File: src/shared/tts_pkg.sv
/*
  Shared constants and carriers for the outbound transfer sequencer.
  Assumes one clock domain; the processor side bus and the host memory
  bus are driven by logic running on that same clock.
*/
`default_nettype none
package tts_pkg;
  // ---------------------------------------------------------------
  // Scratch RAM layout
  // ---------------------------------------------------------------
  localparam int RAM_WORDS = 16; // Scratch RAM depth
  localparam logic [3:0] SLOT_DLY = 4'h0; // Pacing delay word
  localparam logic [3:0] SLOT_CNT = 4'h7; // Outbound byte count
  localparam logic [3:0] SLOT_ADR = 4'hB; // Outbound host address
  localparam logic [3:0] SLOT_DAT = 4'hD; // Outbound data slot
  // ---------------------------------------------------------------
  // Register bus map (word index)
  // ---------------------------------------------------------------
  localparam logic [4:0] REG_CTRL = 5'h10; // Control: bit 0 run
  localparam logic [4:0] REG_STAT = 5'h11; // Status, write 1 clears
  localparam int CTRL_RUN = 0; // Run enable
  localparam int STAT_DONE = 0; // Outbound done
  localparam int STAT_PERR = 1; // Parity error
  localparam int STAT_BUSY = 2; // Sequencer not idle
  localparam int STAT_BYTE = 3; // Byte mode flip-flop
  // ---------------------------------------------------------------
  // Word fields
  // ---------------------------------------------------------------
  localparam int DLY_STOP_BIT = 13; // Delay done when this is zero
  localparam int DLY_HADR_LO = 14; // High address bits of delay word
  localparam int CNT_FIELD_W = 13; // Byte count field width
  localparam int CNT_BYTE_BIT = 13; // Byte mode select
  localparam int CNT_NULL_BIT = 14; // Stop on null character
  // Interrupt function word, bit 0 is the MSB of the 36-bit word
  localparam int FN_CODE_HI = 32; // Word bits 03-05
  localparam int FN_CODE_LO = 30;
  localparam int FN_DIR_BIT = 27; // Direction select, word bit 08
  localparam logic [2:0] FN_BYTE_XFER = 3'h6; // Byte transfer code
  localparam logic FN_DIR_OUT = 1'h0; // Outbound direction
  localparam logic [15:0] ADR_STEP_BYTE = 16'h0001;
  localparam logic [15:0] ADR_STEP_WORD = 16'h0002;
  // ---------------------------------------------------------------
  // Carriers
  // ---------------------------------------------------------------
  typedef struct packed {
    logic ack; // Processor supplies the byte
    logic par; // Parity of the item
    logic [35:0] data; // Processor data bus
  } tts_pbus_in_t;
  typedef struct packed {
    logic req; // Bus-master write request
    logic byte_wr; // Byte-wide write
    logic [17:0] addr; // Host byte address
    logic [15:0] data; // Write data
  } tts_dma_out_t;
endpackage
`default_nettype wire

File: src/core/tts_core.sv
/*
  Outbound transfer sequencer: paces, counts, fetches each item from the
  processor, aligns it in scratch RAM and writes it to host memory.
  Assumes the processor side bus and host DMA bus share clk, and an
  Avalon-MM master with waitrequest reaches the RAM and registers.
*/
// Function
// - Pace by incrementing delay until bit 13 clears
// - Buffer item in slot 13, then DMA out
// - Check parity on RAM output after store
// - Keep only low 16 bits of item
// - Load delay from slot 0, drive address 16-17
// - Stay in delay state until bit 13 zero
// - Load count slot 7; zero ends and interrupts
// - Nonzero count: increment, write back to 7
// - Fetch byte via interrupt dialogue into buffer
// - Function word code 6, direction bit 0
// - Shift buffer left while loading address
// - Byte mode high half: swap halves
// - Store item in data slot, then DMA write
// - Null stop: still write, end, no address increment
// - Address plus one byte, two word, next item
// - Count bit 13 latched as byte mode
`timescale 1ns/1ps
`default_nettype none
module tts_core
  import tts_pkg::*;
(
  input wire logic clk,
  input wire logic sys_rst,
  input wire logic [4:0] avs_address,
  input wire logic avs_read,
  input wire logic avs_write,
  input wire logic [31:0] avs_writedata,
  input wire logic [3:0] avs_byteenable,
  output logic [31:0] avs_readdata,
  output logic avs_waitrequest,
  input wire tts_pbus_in_t pbus_in,
  output logic fn_req,
  output logic [35:0] fn_word,
  output tts_dma_out_t dma_out,
  input wire logic dma_ack,
  output logic host_irq
);
  // ---------------------------------------------------------------
  // State and storage
  // ---------------------------------------------------------------
  typedef enum logic [3:0] {
    TTS_IDLE, TTS_LOAD_DLY, TTS_DLY_INC, TTS_LOAD_CNT, TTS_CNT_INC,
    TTS_FETCH, TTS_SHIFT, TTS_STORE, TTS_DMA, TTS_ADR_INC
  } tts_state_t;

  tts_state_t state_ff; // Sequencer state
  tts_state_t nxt_state; // Next state
  logic [15:0] ram_ff [RAM_WORDS]; // Scratch RAM
  logic [15:0] abc_ff; // Address/count register
  logic [1:0] hadr_ff; // Host address bits 16-17
  logic [35:0] ebuf_ff; // Wide data buffer
  logic par_ff; // Parity received with the item
  logic chk_ff; // Parity check pending
  logic byte_mode_ff; // Byte mode control flip-flop
  logic null_stop_ff; // Stop on null this cycle
  logic run_ff; // Software run enable
  logic done_ff; // Outbound done, sticky
  logic perr_ff; // Parity error, sticky
  logic ack_ff; // Bus answer strobe
  logic [31:0] rdata_ff; // Registered read data
  logic fsm_we; // Sequencer writes RAM this cycle
  logic [3:0] fsm_slot; // Slot the sequencer writes
  logic [15:0] fsm_wdata; // Data the sequencer writes
  logic [15:0] store_item; // Aligned item for the data slot
  logic bus_wr; // Bus write takes effect
  logic cnt_zero; // Byte count field is zero
  logic null_hit; // Stored item is a null
  logic end_null; // Null stop ends the transfer
  logic set_done; // Event setting the done flag
  logic set_perr; // Event setting the parity flag

  // Merge bus write lanes into a 16-bit word
  function automatic logic [15:0] lane_merge(input logic [15:0] old,
      input logic [15:0] wd, input logic [1:0] be);
    lane_merge = old;
    if (be[0]) begin
      lane_merge[7:0] = wd[7:0];
    end
    if (be[1]) begin
      lane_merge[15:8] = wd[15:8];
    end
  endfunction

  // Sequencer states that take the RAM write port
  function automatic logic owns_ram(input tts_state_t s);
    owns_ram = (s == TTS_CNT_INC) || (s == TTS_STORE) ||
        (s == TTS_ADR_INC);
  endfunction

  // ---------------------------------------------------------------
  // Datapath decisions
  // ---------------------------------------------------------------
  // Only buffer bits 04-19 reach the RAM, so wide items lose bits
  assign store_item = (byte_mode_ff && abc_ff[0]) ?
      {ebuf_ff[23:16], ebuf_ff[31:24]} : ebuf_ff[31:16];
  assign cnt_zero = (ram_ff[SLOT_CNT][CNT_FIELD_W-1:0] == '0);
  assign null_hit = byte_mode_ff ? (ram_ff[SLOT_DAT][7:0] == 8'h00) :
      (ram_ff[SLOT_DAT] == 16'h0000);
  assign end_null = (state_ff == TTS_DMA) && dma_ack && null_stop_ff &&
      null_hit;
  assign set_done = ((state_ff == TTS_LOAD_CNT) && cnt_zero) ||
      end_null;
  assign set_perr = chk_ff && ((^ram_ff[SLOT_DAT]) != par_ff);

  // RAM write port owner; the bus waits while the sequencer writes
  always_comb begin
    fsm_we = 1'b0;
    fsm_slot = SLOT_CNT;
    fsm_wdata = abc_ff;
    unique case (state_ff)
      TTS_CNT_INC: begin
        fsm_we = 1'b1;
        fsm_wdata = {abc_ff[15:CNT_FIELD_W],
            abc_ff[CNT_FIELD_W-1:0] + 1'b1};
      end
      TTS_STORE: begin
        fsm_we = 1'b1;
        fsm_slot = SLOT_DAT;
        fsm_wdata = store_item;
      end
      TTS_ADR_INC: begin
        fsm_we = 1'b1;
        fsm_slot = SLOT_ADR;
        fsm_wdata = abc_ff + (byte_mode_ff ? ADR_STEP_BYTE :
            ADR_STEP_WORD);
      end
      default: begin
        fsm_we = 1'b0;
      end
    endcase
  end

  // ---------------------------------------------------------------
  // Sequencer
  // ---------------------------------------------------------------
  // Next state
  always_comb begin
    nxt_state = state_ff;
    unique case (state_ff)
      TTS_IDLE: if (run_ff) nxt_state = TTS_LOAD_DLY;
      TTS_LOAD_DLY: nxt_state = TTS_DLY_INC;
      TTS_DLY_INC: if (!abc_ff[DLY_STOP_BIT]) begin
        nxt_state = TTS_LOAD_CNT;
      end
      TTS_LOAD_CNT: nxt_state = cnt_zero ? TTS_IDLE : TTS_CNT_INC;
      TTS_CNT_INC: nxt_state = TTS_FETCH;
      TTS_FETCH: if (pbus_in.ack) nxt_state = TTS_SHIFT;
      TTS_SHIFT: nxt_state = TTS_STORE;
      TTS_STORE: nxt_state = TTS_DMA;
      TTS_DMA: if (dma_ack) begin
        nxt_state = end_null ? TTS_IDLE : TTS_ADR_INC;
      end
      TTS_ADR_INC: nxt_state = run_ff ? TTS_LOAD_DLY : TTS_IDLE;
    endcase
  end

  // State register
  always_ff @(posedge clk or posedge sys_rst) begin
    if (sys_rst) begin
      state_ff <= TTS_IDLE;
    end else begin
      state_ff <= nxt_state;
    end
  end

  // Address/count register and high address bits
  always_ff @(posedge clk or posedge sys_rst) begin
    if (sys_rst) begin
      abc_ff <= 16'h0000;
      hadr_ff <= 2'h0;
    end else begin
      unique case (state_ff)
        TTS_LOAD_DLY: begin
          abc_ff <= ram_ff[SLOT_DLY];
          hadr_ff <= ram_ff[SLOT_DLY][DLY_HADR_LO+1:DLY_HADR_LO];
        end
        TTS_DLY_INC: if (abc_ff[DLY_STOP_BIT]) begin
          abc_ff <= abc_ff + 16'h0001;
        end
        TTS_LOAD_CNT: abc_ff <= ram_ff[SLOT_CNT];
        TTS_CNT_INC: abc_ff <= fsm_wdata;
        TTS_SHIFT: abc_ff <= ram_ff[SLOT_ADR];
        TTS_ADR_INC: abc_ff <= fsm_wdata;
        default: begin
          abc_ff <= abc_ff;
        end
      endcase
    end
  end

  // Wide buffer: capture from the processor, then shift into place
  always_ff @(posedge clk or posedge sys_rst) begin
    if (sys_rst) begin
      ebuf_ff <= 36'h000000000;
      par_ff <= 1'b0;
    end else if (state_ff == TTS_FETCH && pbus_in.ack) begin
      ebuf_ff <= pbus_in.data;
      par_ff <= pbus_in.par;
    end else if (state_ff == TTS_SHIFT) begin
      ebuf_ff <= {ebuf_ff[19:0], 16'h0000};
    end
  end

  // Null stop option, sampled with the byte count
  always_ff @(posedge clk or posedge sys_rst) begin
    if (sys_rst) begin
      null_stop_ff <= 1'b0;
    end else if (state_ff == TTS_LOAD_CNT) begin
      null_stop_ff <= ram_ff[SLOT_CNT][CNT_NULL_BIT];
    end
  end

  // Parity check runs one cycle after the store strobe
  always_ff @(posedge clk or posedge sys_rst) begin
    if (sys_rst) begin
      chk_ff <= 1'b0;
    end else begin
      chk_ff <= (state_ff == TTS_STORE);
    end
  end

  // ---------------------------------------------------------------
  // Register bus slave
  // ---------------------------------------------------------------
  assign bus_wr = ack_ff && avs_write;
  assign avs_waitrequest = !ack_ff;
  assign avs_readdata = rdata_ff;

  // One-cycle answer, held off while the sequencer owns the RAM
  always_ff @(posedge clk or posedge sys_rst) begin
    if (sys_rst) begin
      ack_ff <= 1'b0;
      rdata_ff <= 32'h00000000;
    end else begin
      // Look one cycle ahead, so a bus write never meets a sequencer write
      ack_ff <= (avs_read || avs_write) && !ack_ff && !owns_ram(nxt_state);
      if (avs_address < REG_CTRL) begin
        rdata_ff <= {16'h0000, ram_ff[avs_address[3:0]]};
      end else if (avs_address == REG_CTRL) begin
        rdata_ff <= {31'h00000000, run_ff};
      end else if (avs_address == REG_STAT) begin
        rdata_ff <= {28'h0000000, byte_mode_ff, state_ff != TTS_IDLE,
            perr_ff, done_ff};
      end else begin
        rdata_ff <= 32'h00000000; // Unmapped reads as zero
      end
    end
  end

  // Scratch RAM; no reset, as in the storage it models
  always_ff @(posedge clk) begin
    if (fsm_we) begin
      ram_ff[fsm_slot] <= fsm_wdata;
    end else if (bus_wr && avs_address < REG_CTRL) begin
      ram_ff[avs_address[3:0]] <= lane_merge(ram_ff[avs_address[3:0]],
          avs_writedata[15:0], avs_byteenable[1:0]);
    end
  end

  // Byte mode flip-flop follows the last count word written
  always_ff @(posedge clk or posedge sys_rst) begin
    if (sys_rst) begin
      byte_mode_ff <= 1'b0;
    end else if (bus_wr && avs_address == {1'b0, SLOT_CNT} &&
        avs_byteenable[1]) begin
      byte_mode_ff <= avs_writedata[CNT_BYTE_BIT];
    end
  end

  // Run enable; a finished transfer drops it until software restarts
  always_ff @(posedge clk or posedge sys_rst) begin
    if (sys_rst) begin
      run_ff <= 1'b0;
    end else if (set_done) begin
      run_ff <= 1'b0;
    end else if (bus_wr && avs_address == REG_CTRL && avs_byteenable[0]) begin
      run_ff <= avs_writedata[CTRL_RUN];
    end
  end

  // Sticky status; a set in the clearing cycle wins
  always_ff @(posedge clk or posedge sys_rst) begin
    if (sys_rst) begin
      done_ff <= 1'b0;
      perr_ff <= 1'b0;
    end else begin
      if (set_done) begin
        done_ff <= 1'b1;
      end else if (bus_wr && avs_address == REG_STAT &&
          avs_writedata[STAT_DONE] && avs_byteenable[0]) begin
        done_ff <= 1'b0;
      end
      if (set_perr) begin
        perr_ff <= 1'b1;
      end else if (bus_wr && avs_address == REG_STAT &&
          avs_writedata[STAT_PERR] && avs_byteenable[0]) begin
        perr_ff <= 1'b0;
      end
    end
  end

  // ---------------------------------------------------------------
  // Outward buses
  // ---------------------------------------------------------------
  assign host_irq = done_ff;
  assign fn_req = (state_ff == TTS_FETCH);
  always_comb begin
    fn_word = 36'h000000000;
    fn_word[FN_CODE_HI:FN_CODE_LO] = FN_BYTE_XFER;
    fn_word[FN_DIR_BIT] = FN_DIR_OUT;
  end
  assign dma_out.req = (state_ff == TTS_DMA);
  assign dma_out.byte_wr = byte_mode_ff;
  assign dma_out.addr = {hadr_ff, abc_ff};
  assign dma_out.data = ram_ff[SLOT_DAT];

  // ---------------------------------------------------------------
  // Checks
  // ---------------------------------------------------------------
  a_dly_pace: assert property (@(posedge clk) disable iff (sys_rst)
    state_ff == TTS_DLY_INC && abc_ff[DLY_STOP_BIT]
      |=> state_ff == TTS_DLY_INC && abc_ff == $past(abc_ff) + 16'h0001)
    else $error("delay did not step");
  a_dly_exit: assert property (@(posedge clk) disable iff (sys_rst)
    state_ff == TTS_DLY_INC && !abc_ff[DLY_STOP_BIT]
      |=> state_ff == TTS_LOAD_CNT)
    else $error("delay did not end");
  a_hadr_load: assert property (@(posedge clk) disable iff (sys_rst)
    state_ff == TTS_LOAD_DLY |=> dma_out.addr[17:16] ==
      $past(ram_ff[SLOT_DLY][DLY_HADR_LO+1:DLY_HADR_LO]))
    else $error("high address not loaded");
  a_cnt_zero: assert property (@(posedge clk) disable iff (sys_rst)
    state_ff == TTS_LOAD_CNT && cnt_zero
      |=> done_ff && host_irq && state_ff == TTS_IDLE)
    else $error("zero count did not finish");
  a_cnt_back: assert property (@(posedge clk) disable iff (sys_rst)
    state_ff == TTS_CNT_INC |=> ram_ff[SLOT_CNT][CNT_FIELD_W-1:0] ==
      $past(abc_ff[CNT_FIELD_W-1:0]) + 1'b1)
    else $error("count not written back");
  a_fn_code: assert property (@(posedge clk) disable iff (sys_rst)
    fn_req |-> fn_word[FN_CODE_HI:FN_CODE_LO] == 3'h6 &&
      !fn_word[FN_DIR_BIT])
    else $error("bad function word");
  a_buf_shift: assert property (@(posedge clk) disable iff (sys_rst)
    state_ff == TTS_SHIFT |=> ebuf_ff[31:16] == $past(ebuf_ff[15:0]) &&
      abc_ff == $past(ram_ff[SLOT_ADR]))
    else $error("shift or address load wrong");
  a_half_swap: assert property (@(posedge clk) disable iff (sys_rst)
    state_ff == TTS_STORE && byte_mode_ff && abc_ff[0]
      |=> ram_ff[SLOT_DAT][15:8] == $past(ebuf_ff[23:16]))
    else $error("byte not swapped");
  a_par_flag: assert property (@(posedge clk) disable iff (sys_rst)
    state_ff == TTS_STORE ##1 (^ram_ff[SLOT_DAT]) != par_ff
      |=> perr_ff)
    else $error("parity error missed");
  a_null_stop: assert property (@(posedge clk) disable iff (sys_rst)
    end_null |=> state_ff == TTS_IDLE && done_ff &&
      abc_ff == $past(abc_ff))
    else $error("null stop wrong");
  a_adr_step: assert property (@(posedge clk) disable iff (sys_rst)
    state_ff == TTS_ADR_INC |=> ram_ff[SLOT_ADR] == $past(abc_ff) +
      ($past(byte_mode_ff) ? 16'h0001 : 16'h0002))
    else $error("address step wrong");
endmodule
`default_nettype wire

File: config.mk
export PLATFORM = sky130hd
export DESIGN_NAME = tts_core
export DESIGN_NICKNAME = d
export VERILOG_FILES = /design/src/shared/tts_pkg.sv /design/src/core/tts_core.sv
export SDC_FILE = /design/constraint.sdc
export NUM_CORES = 1
export LEC_CHECK = 0
export BUFFER_PORTS_ARGS = -buffer_cell sky130_fd_sc_hd__buf_2
export CORE_ASPECT_RATIO = 0.9
export CORE_MARGIN = 5
export CORE_UTILIZATION = 56
export CTS_CLUSTER_SIZE = 30
export DETAILED_ROUTE_END_ITERATION = 16
export GPL_TIMING_DRIVEN = 0
export PLACE_DENSITY = 0.77
export SETUP_SLACK_MARGIN = 0.1
export SLEW_MARGIN = 20
export SYNTH_ARGS = -nofsm -noshare
export SYNTH_HDL_FRONTEND = slang
export SYNTH_SLANG_ARGS = --single-unit
File: constraint.sdc
create_clock -name clk -period 4.23 [get_ports clk]
set_input_delay 0.6345 -clock clk [delete_from_list [all_inputs] [get_ports clk]]
set_output_delay 0.6345 -clock clk [all_outputs]
set_load 0.005 [all_outputs]
# == Word level (Yosys, flattened, before mapping) ==
# Memory sizes are Yosys's and may differ from the RTL's.
# Index checks and enable logic that the tools add are counted.
# word_totals
regBits,94
ramBits,256
in_bits,84
out_inout_bits,107
mem_count,1
# memory_table
name,depth,word_bits,read_ports,rd_ports_with_merged_regs,wr,line_no,text
ram_ff,16,16,5,0,1,tts_core.sv:55,logic [15:0] ram_ff [RAM_WORDS];
# classes
n_addsub,3
magnitude_cmp,1
n_eq_ne,17
mux,41
reduce_logical,41
# op_table
operator,n
16-bit case mux with 5 select lines,1
16-bit two-way mux,4
32-bit two-way mux,2
8-bit two-way mux,6
16-bit case mux with 3 select lines,1
4-bit case mux with 10 select lines,1
4-bit two-way mux,8
"4-bit by 3-bit equality test with 1-bit output, second input constant",6
1-bit logical AND,20
"16-bit by 1-bit adder with 16-bit output, second input constant",1
16-bit by 2-bit adder with 16-bit output,1
16-bit zero test,1
16-bit OR reduction,1
16-bit parity,1
1-bit two-way mux,15
"13-bit by 1-bit adder with 13-bit output, second input constant",1
13-bit zero test,1
"4-bit equality test, second input constant",3
"5-bit equality test, second input constant",2
"4-bit by 2-bit equality test with 1-bit output, second input constant",2
8-bit zero test,1
4-bit case mux with 2 select lines,1
2-bit nonzero test,4
"5-bit by 3-bit equality test with 1-bit output, second input constant",1
other kinds (14),18

# == Logic depth before layout (Yosys ltp) ==
# Gate-level depths: netlist of the first run.
# depth
ltp_word,12
depth_mapped,10
depth_no_buf,8

# == Least setup slack after synthesis of the first run ==
# No wires, ideal clock.
# synth_path
path_kind,input port to flip-flop
startpoint,input port avs_address[1]
endpoint,memory ram_ff[3][0] (enable)
setup_time_ns,0.430
t_arrival_ns,3.310
t_required_ns,3.800
slack_ns,0.490
path_stages,6
path_buffers,3
cell_sequence,buf_2 -> buf_2 -> clkbuf_1 -> and3_1 -> o21ai_0 -> nor4_1
# synth_via
elab_chain_len,7
elab_cells_between_ends,8
# synth_rtl
element,line_no,text
"start, declared",tts_core.sv:31,"input wire logic [4:0] avs_address,"
5-bit < comparator,tts_core.sv:261,end else if (bus_wr && avs_address < REG_CTRL) begin
1-bit logical AND,tts_core.sv:261,
1-bit two-way mux,tts_core.sv:261,
1-bit two-way mux,tts_core.sv:259,if (fsm_we) begin
1-bit two-way mux (not written as such),tts_core.sv:262,"ram_ff[avs_address[3:0]] <= lane_merge(ram_ff[avs_address[3:0]],"
16-bit OR reduction (no line),-,
4-bit two-way mux (no line) / 1-bit two-way mux (equally long branches),-,
"end, declared",tts_core.sv:55,
# Parallel ways exist; a longest one is shown, timed or not.

# == Final worst setup path of the first run ==
# layout_path
startpoint,register abc_ff[0]
endpoint,"memory ram_ff[14][12], data pin"
# layout_via
elab_chain_len,4
elab_cells_between_ends,6
# layout_rtl
element,line_no,text
"start, declared",tts_core.sv:56,logic [15:0] abc_ff;
"start signal, assigned",tts_core.sv:181,abc_ff <= ram_ff[SLOT_DLY];
"start signal, assigned",tts_core.sv:185,abc_ff <= abc_ff + 16'h0001;
"start signal, assigned",tts_core.sv:187,TTS_LOAD_CNT: abc_ff <= ram_ff[SLOT_CNT];
"parallel branches: the longest is 2 deep, another holds 16-bit by 2-bit adder with 16-bit output",-,
16-bit case mux with 3 select lines (*),tts_core.sv:117,unique case (state_ff)
16-bit two-way mux (no line) (*),-,
# Mark *: on every way between the ends.

==> results of run 1 <==
## cells by family (layout without fill, tap and decap cells)
kind of cell | after synthesis | after routing | synth area share [%]
other | 2 | 52 | 0.0471
flip-flops | 334 | 334 | 60.5
buffers and inverters | 162 | 365 | 5.50
multiplexers | 100 | 100 | 11.8
adder cells (fa/ha/maj) | 12 | 12 | 0.990
AO/OA/AOI/OAI | 233 | 233 | 9.93
XOR/XNOR | 23 | 23 | 1.26
AND/OR/NAND/NOR | 336 | 336 | 9.96
## power breakdown
| part | internal, mW | total, mW | leakage (nW) | switching [mW] |
|---|---|---|---|---|
| clock | 1.74 | 3.09 | 0.542 | 1.35 |
| sequential | 4.73 | 5.18 | 3.30 | 0.443 |
| combinational | 1.42 | 4.37 | 3.27 | 2.95 |
| total | 7.89 | 12.6 | 7.11 | 4.74 |
## sequential cells by signal, summed over array words and instances (netlist names), 2 cells and up
signal and cells:
state_ff 4, abc_ff 16, ebuf_ff 32, avs_readdata 16, hadr_ff 2, ram_ff 256
## worst max-delay path: cells and delay by family (launching register included)
kind                       cells  cell delay, ps
AOI/OAI and AO/OA              3            1070
adders and majority gates      2             770
buffers and inverters          3             700
DFF                            1             550
and+or+nand+nor                1             370
## synthesized netlist by cell type (all sizes together) (5+ instances only)
cell,n
nand2b,11
xnor2,14
ha,11
a221oi,14
mux4,69
o22ai,11
xor2,9
nand2,122
mux2,13
and3,9
edfxtp,256
nand4,5
o221ai,5
nand3,30
a211oi,7
inv,25
buf,96
o211ai,5
mux2i,18
o22a,6
nor4,6
and2,7
o21ai,55
nor3,22
dfrtp,78
a31oi,22
a21o,6
a22o,17
nor2b,13
a21oi,46
nor2,89
clkbuf,40
## layer usage
layer / routed length, um / share of wire [%] / vias to the layer above / global-route usage, %
met2: 22600 / 46 / 842 / 47.9
met1: 18800 / 38 / 5751 / 43.4
li1: - / - / 4942 / -
met3: 5880 / 12 / 113 / 7.20
met4: 1570 / 3.2 / 0 / 8.65
met5: 0 / 0 / - / 0
## cell type report
class | instances | area (um2)
clock inverter | 23 | 245
buffer | 136 | 781
multi-input combinational | 756 | 5700
fill | 2031 | 9380
inverter | 26 | 100
tap | 360 | 450
sequential | 334 | 9640
clock buffer | 41 | 898
timing repair buffer | 139 | 820
## stage by stage
| step | util (%) | setup WS [ps] | setup TNS (ps) | instances | total power [mW] |
|---|---|---|---|---|---|
| 3_3_place_gp | 61.1 | -1470 | -93710 | 1724 | 9.18 |
| 6_report | 66.5 | 418 | 0 | 1815 | 12.6 |
| 5_1_grt | 66.5 | 154 | 0 | 1815 | 13.2 |
| 4_1_cts | 66.5 | 296 | 0 | 1815 | 12.5 |
| 3_5_place_dp | 62.3 | -595 | -27120 | 1751 | 9.38 |
| 2_1_floorplan | - | 490 | 0 | 1252 | 7.65 |
## cells in the final DEF, fill, tap and decap left out, types with 11 or more instances in the layout
cell	instances
nor2_1	77
conb_1	52
nand2_1	122
nand3_1	30
a21oi_1	41
mux2_2	13
inv_1	24
a221oi_1	13
mux2i_1	18
a31oi_1	22
buf_4	70
mux4_2	69
clkbuf_1	44
o21ai_0	46
ha_1	11
nand2b_1	11
clkbuf_16	35
buf_2	148
dfrtp_1	77
a22o_1	17
nor2b_1	13
nor3_1	21
edfxtp_1	256
nor2_2	12
xnor2_1	14
## worst paths after layout
check | startpoint | end | slack (ps) | cells after the start
max | abc_ff[0] | ram_ff[14][12] | 420 | 9
min | sys_rst | ebuf_ff[13] | 130 | 2
max reg2reg | abc_ff[0] | ram_ff[14][12] | 420 | 9
min reg2reg | chk_ff | perr_ff | 490 | 1
max in group asynchronous | sys_rst | byte_mode_ff | 3480 | 3
min in group clk | pbus_in[15] | ebuf_ff[15] | 280 | 3
## timing repair
item	CTS	global route
resized for setup	8	1
endpoints found under the setup margin	64	16
buffers inserted	0	0
hold buffers	0	0
pin swaps	0	0
gates cloned	0	0
==> metrics.txt, run 1 <==
status finished, final reports clean; Design Area, Final 0.0186 mm2; Synth Flop Type edfxtp_1; Post-synth EDFFs ~260; Worst-Margin Slew 1030 ps; Skew-Pair Late Insertion Delay 540 ps; MaxCap Viol Count 0; crit path DAT roughly 4000 ps; post-layout min period 3810 ps; clock buffer depth 3; worst path required time 4420 ps; # H-tree levels 2; Relative slew margins 31.2%; Antenna Nets Post-Route 0; Yosys top cell area share 48.3%; die footprint 0.0319 mm2; final hold violation count 0; CTS tree built; die width 188 um; num ports 191; CTS clk-pin slew, worst paths ~60 ps; VDD IR-drop max 380 uV; residual DRC count 0; DR WL/cell 26.9 um; DRT Wirelength about 49 mm; Max Slew Vio Count 0; WHS 126 ps; top post-synthesis cells by area edfxtp_1, dfrtp_1, mux4_2; yosys warns 0; Post-Syn Area 0.0159 mm2; most used cell, CP clkbuf_2; fmax 262 MHz; layout cells sized above 1 27.8%; starting density of the core 56.9%; slowest cell delay on critical path 550 ps; Seq/Total Area, Yosys 60.5%; pwr dens ~680 mW/mm2; dpl cell area between 0.015 and 0.02 mm2; total CTS buffers 35; clock sinks 334; Max FO, Critical Path 16; vias in the first global route 11200; syn_area_per_cell between 10 and 15 um2; Congestion Overflow GR 0; Critical-path top delay cell dfrtp_1; Min-Delay Path Class primary input to asynchronous set/reset pin; Port Buffers 112; synth-to-layout area growth 17.0%; Pre-antenna DRT Iters 7; skew final 17.4 ps; Crit. End Element flip-flop; detailed-route via count 11600; ys async rst share a little under a quarter; CTS Root Buffer Type clkbuf_16; critical-path cell list ha_1 > clkbuf_2 > clkbuf_2 > inv_1 > fa_1 > nand4b_1 > a221o_1 > a211oi_1 > o21ai_2; diode count 0; Crit Path Class flip-flop to flip-flop; setup violators final 0; cell taking the most area after synthesis edfxtp_1; nets 1524; RSZ-0062 raised after global routing false; count of cell types in the netlist 76; HPWL after DPL 35.8 mm; gpl congestion a little under 1; row cnt 58; Worst Setup Start Kind flip-flop; core footprint 0.0280 mm2; GRT Util Overall 30.5%; Die H 170 um; initial antenna violation count 0; first-pass GRT wire length 72.8 mm; via density per instance 6.42; largest net degree at the start of global routing 44; violation count after the first detailed-routing iteration 1452; post-synthesis cell count around 1200; Seq cells post-synth 334; Leakage 7.11 nW; final period utilization 90.1%
Power figures use the tool's default switching activity.
==> inputs of run 2 (changes only) <==
--- a/config.mk
+++ b/config.mk
@@ -8,7 +8,7 @@
 export BUFFER_PORTS_ARGS = -buffer_cell sky130_fd_sc_hd__buf_2
 export CORE_ASPECT_RATIO = 0.9
 export CORE_MARGIN = 5
-export CORE_UTILIZATION = 56
+export CORE_UTILIZATION = 53
 export CTS_CLUSTER_SIZE = 30
 export DETAILED_ROUTE_END_ITERATION = 16
 export GPL_TIMING_DRIVEN = 0
==> constraint.sdc (replaced) <==
create_clock -name clk -period 3.45 [get_ports clk]
set_input_delay 0.5175 -clock clk [delete_from_list [all_inputs] [get_ports clk]]
set_output_delay 0.5175 -clock clk [all_outputs]
set_load 0.005 [all_outputs]
==> run 2 against run 1 <==
Against the previous run:
- combinational power is 28% higher
- clock power is 20% higher
- clock skew is 4.5 ps higher
- total power is 24% higher
- worst hold slack worse by 58 ps
- core utilization is 3.2 points lower
- die area is 5.3% higher
- sequential share of layout area is 0.65 points lower
- critical path type unchanged
==> metrics.txt, run 2 (synthesized netlist as in run 1, its figures left out) <==
via density per instance 6.28; core footprint between 0.02 and 0.03 mm2; TNS Setup 0 ps; CTS tree built; clock buffer depth 3; skew final between 20 and 25 ps; RSZ-0062 raised after global routing false; length of routed met3 wiring between 6 and 7 mm; Reg2Reg Launch Point abc_ff[5]; violation count after the first detailed-routing iteration 1613; critical-path cell list clkbuf_1 > nand4_1 > nor4b_1 > o22ai_1 > a22o_1 > a221oi_1 > o21ai_2; commonest non-fill, non-tap cells in the layout edfxtp_1, buf_2, nand2_1; slowest cell delay on critical path 560 ps; P_int 9.81 mW; uppermost layer routed met4; fmax about 310 MHz; die footprint about 0.034 mm2; Worst-Margin Slew 1020 ps; Max Slew Vio Count 0; Pre-antenna DRT Iters 9; first-pass GRT wire length 70.9 mm; Critical-path top delay cell a221oi_1; HPWL after DPL 35.8 mm; worst setup path startpoint abc_ff[5]; DRT Wirelength 49.1 mm; Min-Delay Path Class primary input to asynchronous set/reset pin; Psw around 5.8 mW; FF/Latch Area 0.00964 mm2; vias in the first global route ~11000; Worst Setup Start Kind flip-flop; status finished, final reports clean; Port Buffers around 110; synth-to-layout area growth 18.5%; Power, Total around 16 mW; crit path DAT 3380 ps; clock sinks roughly 330; num ports 191; diode count 0; met2 WL 22.4 mm; filler cell count between 2000 and 2500; final hold violation count 0; initial antenna violation count 0; Hold-fix buffers, CTS 0; R2R Setup Slk 240 ps; Sequential Power Share between 40% and 50%; MaxCap Viol Count 0; row cnt 60; Antenna Nets Post-Route 0; gpl congestion 0.975; biggest regs ram_ff x256, ebuf_ff x32; Crit. End Element flip-flop; pwr dens 829 mW/mm2; Crit Path Class flip-flop to flip-flop; CTS clk-pin slew, worst paths 60 ps; most common cell after layout, fill and taps aside edfxtp_1; Relative slew margins 32.0%; layout cells sized above 1 28.7%; CTS Root Buffer Type clkbuf_16; starting density of the core between 50% and 60%; Congestion Overflow GR 0; largest net degree at the start of global routing 44; Sw Share 37.2%; multi-input logic area slightly below 0.006 mm2; detailed-route via count 11700; worst path required time 3620 ps; setup violators final 0; nets 1529; Reg-to-Reg End ram_ff[9][11]; WHS 68.3 ps; GRT Util Overall 28.6%; DR WL/cell 26.4 um; Die H 174 um; critical path's top delay family compound AO/OA/AOI/OAI gates; final period utilization between 90% and 100%; total CTS buffers 35; worst path bufs/invs 1; Metal-1 WL 18.6 mm; max reg flops roughly 260; combinational share of power 35.8%; # H-tree levels 2; residual DRC count 0; Largest Register ram_ff; die width 193 um; post-layout min period 3210 ps; worst reg2reg path depth 7; Max FO, Critical Path 16; Leakage 7.19 nW; Skew-Pair Late Insertion Delay between 500 and 600 ps; clock network fraction of total power 23.7%; VDD IR-drop max 605 uV
-- run 2: changes by cell type in the layout (fill, tap and decap cells not counted), sizes merged --
| cell | before | now |
|---|---|---|
| clkinvlp | 5 | 1 |
| clkinv | 15 | 11 |
| clkbuf | 81 | 86 |
| buf | 235 | 241 |
| bufinv | 3 | 2 |
| inv | 26 | 27 |
-- run 2: worst max-delay path by stage --
stage                           to  slack (ps)  cells after the start
global route        ram_ff[10][11]         160                     10
detailed placement  ram_ff[15][14]       -1080                     10
floorplan            ram_ff[0][12]          60                      9
CTS                   ram_ff[7][8]         -60                      8
global placement     ram_ff[2][15]       -1210                      9
finish               ram_ff[9][11]         240                      7
-- run 2: area by class of cell --
cell class	instances	share of cell area (%)
Buffer	136	4.18
Multi-Input combinational cell	756	30.7
Timing Repair Buffer	144	4.99
Clock buffer	47	5.04
Clock inverter	15	0.809
Sequential cell	334	51.1
Inverter	26	0.530
Tap cell	403	2.67
-- run 2: what timing repair did --
action                     CTS  global route
setup endpoints to repair  249           226
cloned                       0             0
resized for setup           19            17
pin swaps                    2             5
setup buffers                5             7
-- run 2: power by group through the flow --
stage	Clock (mW)	Combinational [mW]	Sequential [mW]
CTS	3.71	5.25	6.32
finish	3.70	5.60	6.33
detailed placement	0	5.07	6.41
global route	3.89	5.98	6.37
floorplan	0	3.22	6.16
global placement	0	4.83	6.40
-- run 2: stage by stage --
| step | setup WS, ps | cell area, um2 | utilization, % | cells |
|---|---|---|---|---|
| 6_report | 239 | 18900 | 63.3 | 1861 |
| 5_1_grt | 164 | 18900 | 63.3 | 1861 |
| 2_1_floorplan | 62.2 | 16100 | - | 1252 |
| 3_5_place_dp | -1080 | 17500 | 58.8 | 1787 |
| 3_3_place_gp | -1210 | 17200 | 57.7 | 1767 |
| 4_1_cts | -59.1 | 18700 | 62.9 | 1854 |
-- run 2: per-layer routing --
metal / GRT usage, % / vias to the layer above
met3: 8.39 / 128
met5: 0 / -
met2: 44.1 / 860
met4: 8.79 / 0
li1: - / 4948
met1: 39.5 / 5757
